## config.mk

```make
export PLATFORM = sky130hd
export DESIGN_NAME = ppt_port
export DESIGN_NICKNAME = d
export VERILOG_FILES = /design/src/hw/ppt_pkg.sv /design/src/hw/ppt_port.sv
export VERILOG_INCLUDE_DIRS = /design/src /design/src/hw
export SDC_FILE = /design/constraint.sdc
export NUM_CORES = 1
export LEC_CHECK = 0
export ABC_AREA = 1
export BUFFER_PORTS_ARGS = -buffer_cell sky130_fd_sc_hd__buf_2
export CAP_MARGIN = 20
export CORE_ASPECT_RATIO = 1.2
export CORE_MARGIN = 5
export CORE_UTILIZATION = 54
export CTS_BUF_LIST = sky130_fd_sc_hd__clkbuf_8
export DETAILED_ROUTE_END_ITERATION = 8
export PLACE_DENSITY_LB_ADDON = 0.08
export SLEW_MARGIN = 20
export SYNTH_ARGS = -nofsm -noshare
export SYNTH_HDL_FRONTEND = slang
export SYNTH_SLANG_ARGS = --single-unit
export TNS_END_PERCENT = 100
```

## constraint.sdc

```tcl
create_clock -name I_CLK_SYS -period 1.7 [get_ports I_CLK_SYS]
set_input_delay 0.255 -clock I_CLK_SYS [delete_from_list [all_inputs] [get_ports I_CLK_SYS]]
set_output_delay 0.255 -clock I_CLK_SYS [all_outputs]
set_load 0.03 [all_outputs]
```

## src/hw/ppt_defines.svh

```systemverilog
// register offsets, reset values and field positions of the parallel port
`ifndef PPT_DEFINES_SVH
`define PPT_DEFINES_SVH
`define PPT_OFF_FUNC_SEL   12'h004
`define PPT_OFF_DIR        12'h244
`define PPT_OFF_VALUE      12'h248
`define PPT_RST_DIR        16'h0000
`define PPT_RST_VALUE      16'h0000
`define PPT_FUNC_ALL_PORT  16'h0000
`define PPT_FUNC_ALL_ALT   16'hFFFF
`define PPT_BIT_XFER_ACT   7
`define PPT_BIT_DREQ0      6
`define PPT_BIT_DREQ1      5
`define PPT_BIT_TM_HI      4
`define PPT_BIT_TM_LO      2
`define PPT_BIT_TT_HI      1
`define PPT_BIT_TT_LO      0
`define PPT_BIT_ADDR_LO    8
`endif

```

## src/hw/ppt_pkg.sv

```systemverilog
// types shared by the parallel port design
package ppt_pkg;
   typedef enum logic [1:0] {PPT_SEL_NONE, PPT_SEL_FUNC, PPT_SEL_DIR, PPT_SEL_VALUE} ppt_sel_type;
   typedef enum {PPT_RESET, PPT_RUN} ppt_state_type;
endpackage

```

## src/hw/ppt_port.sv

```systemverilog
// sixteen pin parallel port with per-pin function select, direction and value registers
// Behaviour
// - each function-select bit: 0 port pin, 1 alternate bus function, independently
// - select bits 15..8 hand pins 15..8 to address bits 31..24
// - select bit 7 hands pin 7 to the transfer-active output, low active
// - select bits 6,5 hand pins to dma request inputs 0 and 1
// - select bits 4..2 hand pins to the three transfer-modifier outputs
// - select bits 1,0 hand pins to the two transfer-kind outputs
// - select register resets from config pin at reset release: low ports, high alternates
// - upper pins may be ports while low address bits stay in use
// - direction bit 0 input, 1 output; resets to zero
// - reading value returns pin level for input port pins
// - writing value of an input pin stores but does not drive
// - reading value of output pin returns stored bit; pin driven with it
// - writing value of output pin changes the pin one cycle after the register
// - value register never drives pins given to alternate functions
// - value register writable anytime except the strap cycle after reset release; resets to zero
// - registers reachable by internal processor and external bus master alike
`timescale 1ns/100ps
`include "ppt_defines.svh"
module ppt_port
   import ppt_pkg::*;
(
   input  wire logic        I_CLK_SYS,            // system bus clock
   input  wire logic        I_RST,                // synchronous reset, active high
   input  wire logic        I_ADDR_CONFIG,        // configuration data pin sampled at reset release
   input  wire logic [11:0] I_REG_ADDR,           // offset from module base address
   input  wire logic        I_REG_SEL,            // register access strobe, processor or external master
   input  wire logic        I_REG_WR,             // 1 write, 0 read
   input  wire logic [15:0] I_REG_WDATA,          // write data
   output logic      [15:0] O_REG_RDATA,          // read data, registered
   output logic             O_REG_ACK,            // access done pulse
   input  wire logic [15:0] I_PORT_PIN,           // pin levels
   output logic      [15:0] O_PORT_PIN,           // pin drive value
   output logic      [15:0] O_PORT_PIN_OE,        // pin drive enable
   output logic      [15:0] O_PIN_FUNC_SEL,       // current function select to alternate bus logic
   input  wire logic [7:0]  I_ADDR_HI,            // address bits 31..24 from bus logic
   input  wire logic        I_BUS_TRANSFER_ACTIVE_N, // transfer-active from bus logic
   input  wire logic [2:0]  I_TRANSFER_MODIFIER,  // modifier from bus logic
   input  wire logic [1:0]  I_TRANSFER_KIND,      // transfer kind from bus logic
   input  wire logic        I_BUS_MASTER,         // device owns the bus
   output logic      [1:0]  O_DMA_REQUEST_IN      // dma requests 1..0 to dma logic
);

   ppt_state_type state_q, state_d;
   logic [15:0] func_q, func_d;
   logic [15:0] dir_q, dir_d;
   logic [15:0] val_q, val_d;
   logic [15:0] rdata_q, rdata_d;
   logic        ack_q, ack_d;
   logic [15:0] pin_q, pin_d;
   logic [15:0] oe_q, oe_d;
   logic [1:0]  dma_request_in_q, dma_request_in_d;
   ppt_sel_type sel;

   // shared offset decode
   function automatic ppt_sel_type decode(input logic [11:0] a);
      if (a == `PPT_OFF_FUNC_SEL)   return PPT_SEL_FUNC;
      else if (a == `PPT_OFF_DIR)   return PPT_SEL_DIR;
      else if (a == `PPT_OFF_VALUE) return PPT_SEL_VALUE;
      else                          return PPT_SEL_NONE;
   endfunction

   assign sel = decode(I_REG_ADDR);

   // register file next state; one slave port serves every bus master
   always_comb begin
      state_d = state_q;
      func_d  = func_q;
      dir_d   = dir_q;
      val_d   = val_q;
      rdata_d = 16'h0000;
      ack_d   = I_REG_SEL;
      unique case (state_q)
         PPT_RESET: begin
            func_d  = I_ADDR_CONFIG ? `PPT_FUNC_ALL_ALT : `PPT_FUNC_ALL_PORT;
            state_d = PPT_RUN;
            ack_d   = 1'b0;
         end
         PPT_RUN: begin
            if (I_REG_SEL && I_REG_WR) begin
               if (sel == PPT_SEL_FUNC) func_d = I_REG_WDATA;
               if (sel == PPT_SEL_DIR) dir_d = I_REG_WDATA;
               if (sel == PPT_SEL_VALUE) val_d = I_REG_WDATA;
            end
            if (I_REG_SEL && !I_REG_WR) begin
               unique case (sel)
                  PPT_SEL_FUNC:  rdata_d = func_q;
                  PPT_SEL_DIR:   rdata_d = dir_q;
                  // input pins read pin, outputs read store
                  PPT_SEL_VALUE: rdata_d = (dir_q & val_q) | (~dir_q & I_PORT_PIN);
                  PPT_SEL_NONE:  rdata_d = 16'h0000;
               endcase
            end
         end
      endcase
   end

   // register file flops; a request in the strap cycle after release is dropped, not delayed
   always_ff @(posedge I_CLK_SYS) begin
      if (I_RST) begin
         state_q <= PPT_RESET;
         func_q  <= `PPT_FUNC_ALL_PORT;
         dir_q   <= `PPT_RST_DIR;
         val_q   <= `PPT_RST_VALUE;
         rdata_q <= 16'h0000;
         ack_q   <= 1'b0;
      end else begin
         state_q <= state_d;
         func_q  <= func_d;
         dir_q   <= dir_d;
         val_q   <= val_d;
         rdata_q <= rdata_d;
         ack_q   <= ack_d;
      end
   end

   // pin mux next values
   always_comb begin
      // port outputs carry the stored bit, alternates ignore it
      pin_d = val_q;
      oe_d  = dir_q & ~func_q;
      // address bits per pin, independent of lower pins
      for (int i = `PPT_BIT_ADDR_LO; i < 16; i++) begin
         if (func_q[i]) begin
            pin_d[i] = I_ADDR_HI[i - `PPT_BIT_ADDR_LO];
            oe_d[i]  = I_BUS_MASTER;
         end
      end
      if (func_q[`PPT_BIT_XFER_ACT]) begin
         pin_d[`PPT_BIT_XFER_ACT] = I_BUS_TRANSFER_ACTIVE_N;
         oe_d[`PPT_BIT_XFER_ACT]  = I_BUS_MASTER;
      end
      // dma requests are inputs, driver stays off
      if (func_q[`PPT_BIT_DREQ0]) oe_d[`PPT_BIT_DREQ0] = 1'b0;
      if (func_q[`PPT_BIT_DREQ1]) oe_d[`PPT_BIT_DREQ1] = 1'b0;
      for (int i = `PPT_BIT_TM_LO; i <= `PPT_BIT_TM_HI; i++) begin
         if (func_q[i]) begin
            pin_d[i] = I_TRANSFER_MODIFIER[i - `PPT_BIT_TM_LO];
            oe_d[i]  = I_BUS_MASTER;
         end
      end
      // transfer kind driven only as bus master
      for (int i = `PPT_BIT_TT_LO; i <= `PPT_BIT_TT_HI; i++) begin
         if (func_q[i]) begin
            pin_d[i] = I_TRANSFER_KIND[i - `PPT_BIT_TT_LO];
            oe_d[i]  = I_BUS_MASTER;
         end
      end
      // requests read zero while pins are ports
      dma_request_in_d[0] = func_q[`PPT_BIT_DREQ0] & I_PORT_PIN[`PPT_BIT_DREQ0];
      dma_request_in_d[1] = func_q[`PPT_BIT_DREQ1] & I_PORT_PIN[`PPT_BIT_DREQ1];
   end

   // pin flops; one cycle of latency is the price of registered outputs
   always_ff @(posedge I_CLK_SYS) begin
      if (I_RST) begin
         pin_q  <= 16'h0000;
         oe_q   <= 16'h0000;
         dma_request_in_q <= 2'b00;
      end else begin
         pin_q  <= pin_d;
         oe_q   <= oe_d;
         dma_request_in_q <= dma_request_in_d;
      end
   end

   assign O_REG_RDATA      = rdata_q;
   assign O_REG_ACK        = ack_q;
   assign O_PORT_PIN       = pin_q;
   assign O_PORT_PIN_OE    = oe_q;
   assign O_PIN_FUNC_SEL   = func_q;
   assign O_DMA_REQUEST_IN = dma_request_in_q;

endmodule // ppt_port

```

Word level (Yosys, flattened, before mapping)
Index checks and enable logic that the tools add are counted.
{"block": "totals", "word_cells": 77, "output_inout_bits": 67, "ff_bits": 100, "inputBits": 64}
{"block": "classes", "muxes": 36, "eq_ne": 8, "reduce_logical": 12, "n_bitwise": 10}
{"op": "$pmux 16 s4", "n": 1}
{"op": "$and 16x16->16", "n": 3}
{"op": "$mux 16", "n": 3}
{"op": "$logic_not 32->1", "n": 1}
{"op": "$not 16->16", "n": 2}
{"op": "$pmux 16 s2", "n": 1}
{"op": "$mux 1", "n": 28}
{"op": "$eq 12x10->1 const B", "n": 2}
{"op": "$or 16x16->16", "n": 1}
{"op": "$eq 12x3->1 const B", "n": 1}
{"op": "$mux 2", "n": 3}
{"op": "$reduce_and 3->1", "n": 2}
{"op": "$reduce_or 2->1", "n": 3}
{"op": "$eq 2x2->1 const B", "n": 2}
{"op": "$ne 2x2->1 const B", "n": 2}
{"op": "$reduce_or 3->1", "n": 1}
{"op": "$and 1x1->1", "n": 2}
{"op": "$eq 2x1->1 const B", "n": 1}
{"op": "$logic_and 1x1->1", "n": 2}
{"op": "$logic_not 2->1", "n": 1}
{"op": "$not 1->1", "n": 2}
{"op": "$reduce_and 2->1", "n": 1}
{"op": "$logic_not 1->1", "n": 1}

Longest topological paths before layout
Gate-level depths: netlist of the first run.
{"block": "logic_depth", "depth_word": 8, "ltp_mapped": 10, "ltp_nobuf": 9}

Worst setup path after synthesis of the first run
Ideal clock, no wire load.
{"block": "synth_timing", "kind": "reg-to-reg", "from": "reg state_q[0]", "to": "reg val_q[10]", "period_less_slack_ns": 1.311, "slack_ns": 0.389, "path_buffers": 3, "required_time_ns": 1.587, "t_arrival_ns": 1.198, "path_stages_with_launch": 11, "setup_time_ns": 0.113, "path_cell_list": "dfxtp_1 > buf_4 > inv_2 > buf_6 > nor2_1 > inv_1 > nor2_4 > buf_4 > nand2_1 > nand2_1 > nor2_1"}
{"block": "synth_between", "elab_chain_cells": 1}
{"item": "start, declared", "line": "ppt_port.sv:45", "text": "ppt_state_type state_q, state_d;"}
{"item": "start signal, assigned", "line": "ppt_port.sv:109", "text": "state_q <= state_d;"}
{"item": "$reduce_and 3->1 (no source line)"}
{"item": "end signal, assigned", "line": "ppt_port.sv:105", "text": "val_q <= `PPT_RST_VALUE;"}
{"item": "end signal, assigned", "line": "ppt_port.sv:112", "text": "val_q <= val_d;"}
{"item": "end, declared", "line": "ppt_port.sv:48", "text": "logic [15:0] val_q, val_d;"}
No other way between the ends.
A chain may end at the register's enable or synchronous reset.

Final worst setup path of the first run
{"block": "layout_timing", "from": "reg state_q[0]", "to": "reg val_q[7]"}
The elaborated chain is that of the path after synthesis.

==> out/results.tsv, run 1 <==
stage	metric	value	unit
outcome	outcome	finished clean	
floorplanning	die_width	93.1	um
worst_setup_path	cp-end-kind	flip-flop	
run	maxCapViolCount	0	
routing	detail_route.iter0.violations	297	
pwr	power_density	862	nW/um^2
global_routing	grt_max_degree	41	
timing	hold_violations	0	
global_routing	antenna_found_initial	0	
timing	finalCriticalPeriod	1.40	ns
clocking	cts_tree	built	
synth	ys_ff_latch	100	
timing	finClkSkew	0.0119	ns
timing	final_max_slew_viol_count	0	
finish	nets	836	
synth	synth_top_family_by_area	simple AND/OR/NAND/NOR gates	
routing	drt-total-wl	11.3	mm
floorplanning	coreArea	8110	sq um
synth	synth-simple-area-share	32.6	%
worst_setup_path	start_kind	flip-flop	
global_routing	grt-ovfl-total	0	
clocking	cts_resized	0	
clocking	cts_hold_repair.buffers	0	
global_routing	use_met3	3.90	%
timing	fin_crit_sh	82.6	%
pwr	swShare	26.1	%
routing	vias_per_cell	5.05	
routing	vias	4401	
global_routing	grt_pass1_wl	18.5	mm
synth	synth.avg_cell_area	6.90	sq um
timing	fin_setup_tns	0	ns
timing	tightest_slew	0.525	ns
floorplanning	die_h	110	um
pwr	pwr-share-clk	35.9	%
floorplanning	start_util	55.2	%
synth	synth_fp_nets	712	
clocking	clk_pin_slew	0.10	ns
pwr	p_sw	1.22	mW
place	dpl.cell_count	856	
pwr	comb_power_share	12.1	%
finish	diodes	0	
worst_setup_path	cp_max_fo	20	
clocking	cts_num_sinks	100	
worst_setup_path	cp-startpoint	state_q[0]	
worst_setup_path	reg2reg_from	state_q[0]	
floorplanning	die_area	10200	sq um
timing	slew_headroom	64.9	%
global_routing	grt_use_total	22.6	%
synth	synthXorXnorAreaFrac	0	%
clocking	cts_made_buffers	9	
clocking	cts_htree_levels	3	
finish	mostFrequentLayoutCells	nand2_1, buf_2, nor2_1	
routing	first_pass_iters	5	
synth	synth_warnings	0	
finish	mostFrequentLayoutCell	nand2_1	
pwr	p_leak	2.77	nW
worst_setup_path	worstRegToRegCells	8	
finish	layout-drive-gt1-share	23.7	%
clocking	clockBufferDepth	2	
pwr	p_int	3.46	mW
synth	netlist_area	4470	sq um
synth	synth-compound-area-share	12.1	%
timing	rsz0062_at_grt	false	
worst_setup_path	r2r_setup_slack	0.30	ns
synth	synth-adder-area-share	0	%
pwr	total_power	4.68	mW
synth	muxShareOfSynthArea	0	%
routing	drc	0	
timing	finalSetupViolCount	0	
global_routing	top_usage_layer	met2	
routing	wl_per_cell	13.0	um
pwr	p_seq_share	52.0	%
timing	clock.fmax	0.712	GHz
synth	synth-seq-area-share	44.8	%
worst_setup_path	r2r_end	val_q[7]	
min_path	hp-class	input pin to flip-flop	
synth	syn_inst	648	
min_path	worstHoldStart	I_ADDR_HI[7]	
place	io_buffers	130	
min_path	min_to	O_PORT_PIN[15]	
floorplanning	io_pins	131	
place	gp_congestion	0.868	
synth	ys_types	24	
clocking	post_cts.repair.setup_buffers	0	
finish	fin_cells	872	
finish	syn_to_final_growth	21.5	%
routing	antenna_left	0	
clocking	cts-root-buf	clkbuf_8	
clocking	clock_latency	0.36	ns
worst_setup_path	worstPathArrival	1.67	ns
global_routing	met1_usage	28.8	%
worst_setup_path	worstSetupPathType	flip-flop to flip-flop	
global_routing	grt_pass1_vias	4081	
worst_setup_path	required	1.96	ns
min_path	hold_path_depth	3	
pwr	vdd_drop_max	616	uV
global_routing	use_met2	38.2	%
floorplanning	num_rows	36	
place	dpl.hpwl	8.09	mm
## logic make-up (layout without fill, tap and decap cells)
family,count (synthesis),after routing
AO/OA/AOI/OAI,108,108
buffers and inverters,107,236
AND/OR/NAND/NOR,333,333
flip-flops,100,100
## worst max-delay path: stages (launching register included)
cell,delay (ns)
dfxtp_1,0.35
inv_2,0.16
nor2_1,0.14
inv_1,0.11
nor2_4,0.12
buf_4,0.24
nand2_1,0.08
nand2_1,0.07
nor2_1,0.04
## power groups by stage
stage                     logic [mW]  registers (mW)  clock network [mW]
final                          0.569            2.43                1.68
after global routing           0.631            2.44                1.83
after CTS                      0.571            2.43                1.70
after detailed placement       0.568            2.49                   0
after global placement         0.559            2.49                   0
after floorplan                0.241            2.61                   0
## per-layer routing
| layer | part of all wire (%) | vias up |
|---|---|---|
| met1 | 42 | 1933 |
| met3 | 7.4 | 23 |
| met4 | 2.1 | 0 |
| li1 | - | 2268 |
| met5 | 0 | - |
| met2 | 48 | 177 |
## synth_stat cells (all sizes together)
master    n  share of area (%)
inv      77                6.5
or2       2               0.28
dfxtp   100                 45
clkbuf    9               0.76
a21oi    48                5.4
nor2    126                 12
nand3b    1               0.17
nor4      1               0.48
nand2   142                 12
o21ai    60                6.7
nand3    58                6.7
buf      21                3.3
nor3      3               0.34
## state kept, by name (all words and copies together) (netlist names)
signal	flops
O_PORT_PIN	16
val_q	16
dir_q	16
O_PORT_PIN_OE	16
O_REG_ACK	1
O_PIN_FUNC_SEL	16
O_REG_RDATA	16
state_q	1
O_DMA_REQUEST_IN	2
## area by class of cell
cell class / instances / area, sq um
Tap cell: 95 / 119
Timing Repair Buffer: 143 / 798
Fill cell: 757 / 2670
Inverter: 77 / 289
Multi-Input combinational cell: 441 / 2000
Sequential cell: 100 / 2000
Clock buffer: 10 / 138
Clock inverter: 6 / 87.6
## per-stage QoR
stage          worst slack [ns]  util [%]  hold WS (ns)  cell area (sq um)
2_1_floorplan             0.389         -         0.383               4470
3_3_place_gp              0.140      64.2         0.434               5210
4_1_cts                   0.208      67.0         0.107               5430
5_1_grt                   0.115      67.0         0.119               5430
6_report                  0.295      67.0         0.111               5430
3_5_place_dp             0.0829      64.2         0.448               5210
## worst max-delay path by stage
stage | slack, ns | end
6_report | 0.30 | val_q[7]
5_1_grt | 0.11 | val_q[4]
4_1_cts | 0.21 | O_PIN_FUNC_SEL[9]
3_5_place_dp | 0.08 | O_REG_RDATA[14]
3_3_place_gp | 0.14 | O_REG_RDATA[1]
2_1_floorplan | 0.39 | val_q[10]
Power figures use the tool's default switching activity.
==> run 2: changes to the inputs <==
==> constraint.sdc (replaced) <==
create_clock -name I_CLK_SYS -period 1.3 [get_ports I_CLK_SYS]
set_input_delay 0.195 -clock I_CLK_SYS [delete_from_list [all_inputs] [get_ports I_CLK_SYS]]
set_output_delay 0.195 -clock I_CLK_SYS [all_outputs]
set_load 0.03 [all_outputs]
==> run 2 against run 1 <==
Setup slack got worse by 0.22 ns; flip-flop and latch count unchanged; core utilization increased by 2.9 points; first-iteration DRC count decreased by 22%; sequential share of layout area decreased by 1.5 points; wire length increased by 5.3%; final area increased by 4.3%; critical path type unchanged; highest routed layer unchanged.
==> out/results.tsv, run 2 (synthesis gave the netlist of run 1 again) <==
stage	metric	value	unit
outcome	outcome	finished clean	
floorplanning	coreArea	8110	sq um
finish	multi_input_area	2010	sq um
finish	mostFrequentLayoutCells	nand2_1, buf_2, nor2_1	
clocking	clock_latency	0.37	ns
worst_setup_path	r2r_setup_slack	0.08	ns
global_routing	grt_use_total	23.4	%
worst_setup_path	reg2reg_from	state_q[0]	
place	pre_cts_slack	-0.125	ns
clocking	cts_htree_levels	3	
finish	fill_cells	691	
worst_setup_path	worstRegToRegCells	9	
timing	fin_setup_tns	0	ns
finish	layout-drive-gt1-share	25.7	%
worst_setup_path	required	1.57	ns
place	placed_area	5370	sq um
routing	drt-total-wl	11.9	mm
worst_setup_path	worstSetupPathType	flip-flop to flip-flop	
clocking	clockBufferDepth	2	
worst_setup_path	start_kind	flip-flop	
global_routing	grt_pass1_wl	18.9	mm
clocking	cts-root-buf	clkbuf_8	
finish	diodes	0	
routing	first_pass_iters	5	
global_routing	grt-ovfl-total	0	
routing	detail_route.iter0.violations	231	
pwr	p_leak	2.88	nW
finish	syn_to_final_growth	26.8	%
timing	rsz0062_at_grt	false	
clocking	cts_tree	built	
timing	final_max_slew_viol_count	0	
finish	mostFrequentLayoutCell	nand2_1	
global_routing	antenna_found_initial	0	
timing	hold_ws	0.0420	ns
timing	finalCriticalPeriod	1.22	ns
min_path	hp-class	input pin to flip-flop	
min_path	min_to	O_PORT_PIN[14]	
finish	fin_cells	888	
clocking	cts_num_sinks	100	
finish	seq_area	2010	sq um
timing	tightest_slew	0.369	ns
timing	fin_crit_sh	94.0	%
pwr	power_density	1060	nW/um^2
timing	slew_headroom	75.4	%
worst_setup_path	r2r_end	dir_q[2]	
min_path	worstHoldStart	I_ADDR_HI[6]	
worst_setup_path	worstPathArrival	1.49	ns
global_routing	grt_pass1_vias	4161	
routing	antenna_left	0	
timing	clock.fmax	0.818	GHz
clocking	clk_pin_slew	0.10	ns
global_routing	grt_max_degree	46	
clocking	cts_made_buffers	9	
routing	drc	0	
worst_setup_path	worst_path_largest_cell_delay	0.38	ns
floorplanning	num_rows	36	
run	maxCapViolCount	0	
pwr	total_power	5.99	mW
worst_setup_path	cp-end-kind	flip-flop	
floorplanning	die_h	110	um
timing	finClkSkew	0.0107	ns
worst_setup_path	crit_slowest_cell	dfxtp_4	
pwr	vdd_drop_max	573	uV
routing	vias_per_cell	5.09	
routing	vias	4523	
timing	finalSetupViolCount	0	
place	dpl.hpwl	8.46	mm
place	dpl.cell_count	868	
floorplanning	die_width	93.1	um
worst_setup_path	cp_max_fo	9	
floorplanning	die_area	10200	sq um
timing	setup_slack	0.0774	ns
floorplanning	io_pins	131	
finish	nets	852	
min_path	hold_path_depth	3	
place	io_buffers	130	
finish	final_util	69.9	%
place	gp_congestion	0.861	
finish	final_area	5670	sq um
floorplanning	start_util	55.2	%
timing	hold_violations	0	
worst_setup_path	cp_cell_sequence	inv_6 -> nor2_4 -> inv_2 -> nor2_4 -> buf_6 -> clkbuf_16 -> nand2_1 -> nand2_1 -> nor2_1	
routing	wl_per_cell	13.4	um
run 2: timing repair:
item / CTS / global route
buffers inserted: 1 / 1
hold buffers: 0 / 0
pin swaps: 1 / 4
endpoints found under the setup margin: 25 / 32
resized for setup: 3 / 9
cloned: 1 / 1
run 2: routing by layer:
layer / GRT usage, % / part of all wire (%)
met5: 0 / 0
met4: 10.9 / 2.2
met1: 28.3 / 41
met3: 5.20 / 7.2
met2: 39.7 / 49
run 2: how the worst max path moves through the flow:
stage | slack [ns] | cells past startpoint | from | to
global route | 0.001 | 9 | state_q[0] | dir_q[11]
CTS | 0.01 | 9 | state_q[0] | dir_q[6]
floorplan | 0.01 | 10 | state_q[0] | dir_q[13]
detailed placement | -0.12 | 11 | I_REG_ADDR[1] | dir_q[10]
finish | 0.08 | 9 | state_q[0] | dir_q[2]
global placement | -0.08 | 11 | I_REG_ADDR[1] | dir_q[0]
run 2: worst max-delay path, delay by kind of cell, from the launching register on:
kind	cells	cell delay [ns]
buf+inv	4	0.39
flops	1	0.38
simple gates	5	0.35
run 2: area by class of cell:
cell class                      count  area share, %
Clock buffer                       10           2.43
Clock inverter                      6           1.13
Inverter                           77           5.19
Multi-Input combinational cell    441           35.5
Sequential cell                   100           35.4
Tap cell                           95           2.10
Timing Repair Buffer              159           18.3
run 2: where the power goes:
group	switching, mW	internal [mW]	total [mW]
Clock	1.08	0.943	2.02
Sequential	0.0408	3.14	3.18
Combinational	0.511	0.267	0.779
==> run 3: changes to the inputs <==
--- a/config.mk
+++ b/config.mk
@@ -11,7 +11,7 @@
 export CAP_MARGIN = 20
 export CORE_ASPECT_RATIO = 1.2
 export CORE_MARGIN = 5
-export CORE_UTILIZATION = 54
+export CORE_UTILIZATION = 58
 export CTS_BUF_LIST = sky130_fd_sc_hd__clkbuf_8
 export DETAILED_ROUTE_END_ITERATION = 8
 export PLACE_DENSITY_LB_ADDON = 0.08
==> constraint.sdc (replaced) <==
create_clock -name I_CLK_SYS -period 1.45 [get_ports I_CLK_SYS]
set_input_delay 0.2175 -clock I_CLK_SYS [delete_from_list [all_inputs] [get_ports I_CLK_SYS]]
set_output_delay 0.2175 -clock I_CLK_SYS [all_outputs]
set_load 0.03 [all_outputs]
==> run 3 against run 2 <==
Sequential share of layout area up 1.2 points; wire length down 1.3%; register-to-register slack better by 0.12 ns; setup slack better by 0.12 ns; via count down 0.31%; largest cell class is now flip-flops and latches; flip-flop and latch count unchanged; cell count down 1.6%; sequential power down 10%.
==> out/results.tsv, run 3 (synthesis gave the netlist of run 1 again) <==
stage	metric	value	unit
worst_setup_path	worstRegToRegCells	8	
timing	clock.fmax	0.795	GHz
timing	fin_setup_tns	0	ns
worst_setup_path	cp_num_buf_inv	3	
clocking	cts_made_buffers	9	
min_path	worstHoldStart	I_ADDR_HI[5]	
finish	nets	841	
pwr	p_seq_share	54.5	%
finish	syn_to_final_growth	22.4	%
pwr	p_leak	2.78	nW
timing	setup_slack	0.193	ns
place	gp_congestion	0.849	
worst_setup_path	crit_slowest_cell	dfxtp_1	
finish	mostFrequentLayoutCell	nand2_1	
worst_setup_path	cp_cell_sequence	inv_2 -> nor2_1 -> inv_1 -> nor2_4 -> buf_12 -> nand2_1 -> nand2_1 -> nor2_1	
routing	vias	4509	
worst_setup_path	r2r_end	dir_q[4]	
floorplanning	coreArea	7620	sq um
routing	drc	0	
timing	fin_crit_sh	86.7	%
clocking	cts_resized	0	
min_path	hp-class	input pin to flip-flop	
worst_setup_path	worstSetupPathType	flip-flop to flip-flop	
timing	tightest_slew	0.335	ns
timing	finalSetupViolCount	0	
min_path	min_to	O_PORT_PIN[13]	
routing	antenna_left	0	
timing	slew_headroom	77.7	%
run	maxCapViolCount	0	
clocking	cts-root-buf	clkbuf_8	
timing	finClkSkew	0.00717	ns
pwr	p_int	3.73	mW
outcome	outcome	finished clean	
global_routing	grt_max_degree	46	
global_routing	grt_pass1_vias	4358	
pwr	pwr-share-clk	32.5	%
clocking	clk_pin_slew	0.10	ns
global_routing	grt_pass1_wl	19.7	mm
clocking	cts_htree_levels	3	
worst_setup_path	reg2reg_from	state_q[0]	
worst_setup_path	cp_top_family	simple AND/OR/NAND/NOR gates	
pwr	comb_power_share	13.0	%
worst_setup_path	cp-end-kind	flip-flop	
global_routing	grt-ovfl-total	0	
worst_setup_path	worstPathArrival	1.52	ns
timing	final_max_slew_viol_count	0	
clocking	cts_hold_repair.buffers	0	
pwr	power_density	956	nW/um^2
timing	finalCriticalPeriod	1.26	ns
finish	diodes	0	
pwr	vdd_drop_max	666	uV
place	dpl.hpwl	8.65	mm
floorplanning	num_rows	35	
place	placed_area	5290	sq um
place	io_buffers	130	
routing	vias_per_cell	5.16	
worst_setup_path	start_kind	flip-flop	
floorplanning	start_util	58.7	%
routing	first_pass_iters	5	
routing	detail_route.iter0.violations	240	
worst_setup_path	worst_path_largest_cell_delay	0.35	ns
global_routing	antenna_found_initial	0	
finish	final_area	5480	sq um
clocking	cts_num_sinks	100	
min_path	hold_path_depth	3	
routing	drt-total-wl	11.8	mm
clocking	clock_latency	0.37	ns
finish	layout-drive-gt1-share	24.2	%
timing	rsz0062_at_grt	false	
clocking	cts_tree	built	
clocking	post_cts.repair.setup_buffers	0	
pwr	total_power	5.24	mW
worst_setup_path	required	1.71	ns
clocking	clockBufferDepth	2	
floorplanning	die_h	106	um
timing	hold_violations	0	
global_routing	grt_use_total	24.5	%
finish	mostFrequentLayoutCells	nand2_1, buf_2, nor2_1	
pwr	swShare	28.8	%
floorplanning	die_area	9570	sq um
worst_setup_path	cp_max_fo	32	
worst_setup_path	r2r_setup_slack	0.19	ns
pwr	p_sw	1.51	mW
floorplanning	io_pins	131	
place	pre_cts_slack	-0.0156	ns
routing	wl_per_cell	13.5	um
floorplanning	die_width	90.2	um
==> run 3: cell types whose count changed in the layout (fill, tap and decap cells not counted), moves of 2 or more <==
cell | previous run | this run
buf_4 | 15 | 10
clkinvlp_4 | 1 | 3
nor2_2 | 6 | 4
buf_6 | 2 | 0
nor2_1 | 112 | 115
buf_12 | 10 | 8
==> run 3: layout make-up <==
type / instances / area [sq um]
clock buffer: 10 / 138
clock inverter: 6 / 47.5
fill: 652 / 2140
inverter: 77 / 289
multi-input combinational: 441 / 2000
sequential: 100 / 2000
tap: 92 / 115
timing repair buffer: 148 / 886
==> run 3: per-layer routing <==
metal	GRT usage [%]	part of all wire [%]	vias to the layer above
met5	0	0	-
li1	-	-	2282
met1	29.5	40	2020
met3	5.66	7.7	20
met4	8.40	1.5	0
met2	42.7	51	187
==> run 3: through the flow <==
step	cells	utilization [%]	hold slack, ns
after global placement	858	69.4	0.430
after detailed placement	858	69.4	0.437
after global routing	874	71.9	0.0761
after floorplan	648	-	0.345
after CTS	874	71.9	0.0597
final	874	71.9	0.0676
==> run 3: worst max-delay path by stage <==
stage,start,endpoint,slack [ns],cells past startpoint
2_1_floorplan,state_q[0],val_q[10],0.14,10
3_3_place_gp,I_REG_ADDR[5],val_q[15],0.04,10
3_5_place_dp,I_REG_ADDR[5],dir_q[4],-0.02,10
4_1_cts,state_q[0],dir_q[4],0.17,8
5_1_grt,state_q[0],val_q[9],0.05,8
6_report,state_q[0],dir_q[4],0.19,8
==> run 3: worst min-delay path: stages <==
cell and delay (ns):
buf_2 0.07, nor2_1 0.03, nor2_1 0.08
==> run 3: power groups by stage <==
stage | Sequential [mW] | Combinational [mW] | Clock, mW
floorplan | 3.06 | 0.282 | 0
global placement | 2.92 | 0.660 | 0
detailed placement | 2.92 | 0.677 | 0
CTS | 2.86 | 0.680 | 1.71
global route | 2.86 | 0.749 | 1.84
finish | 2.86 | 0.679 | 1.70
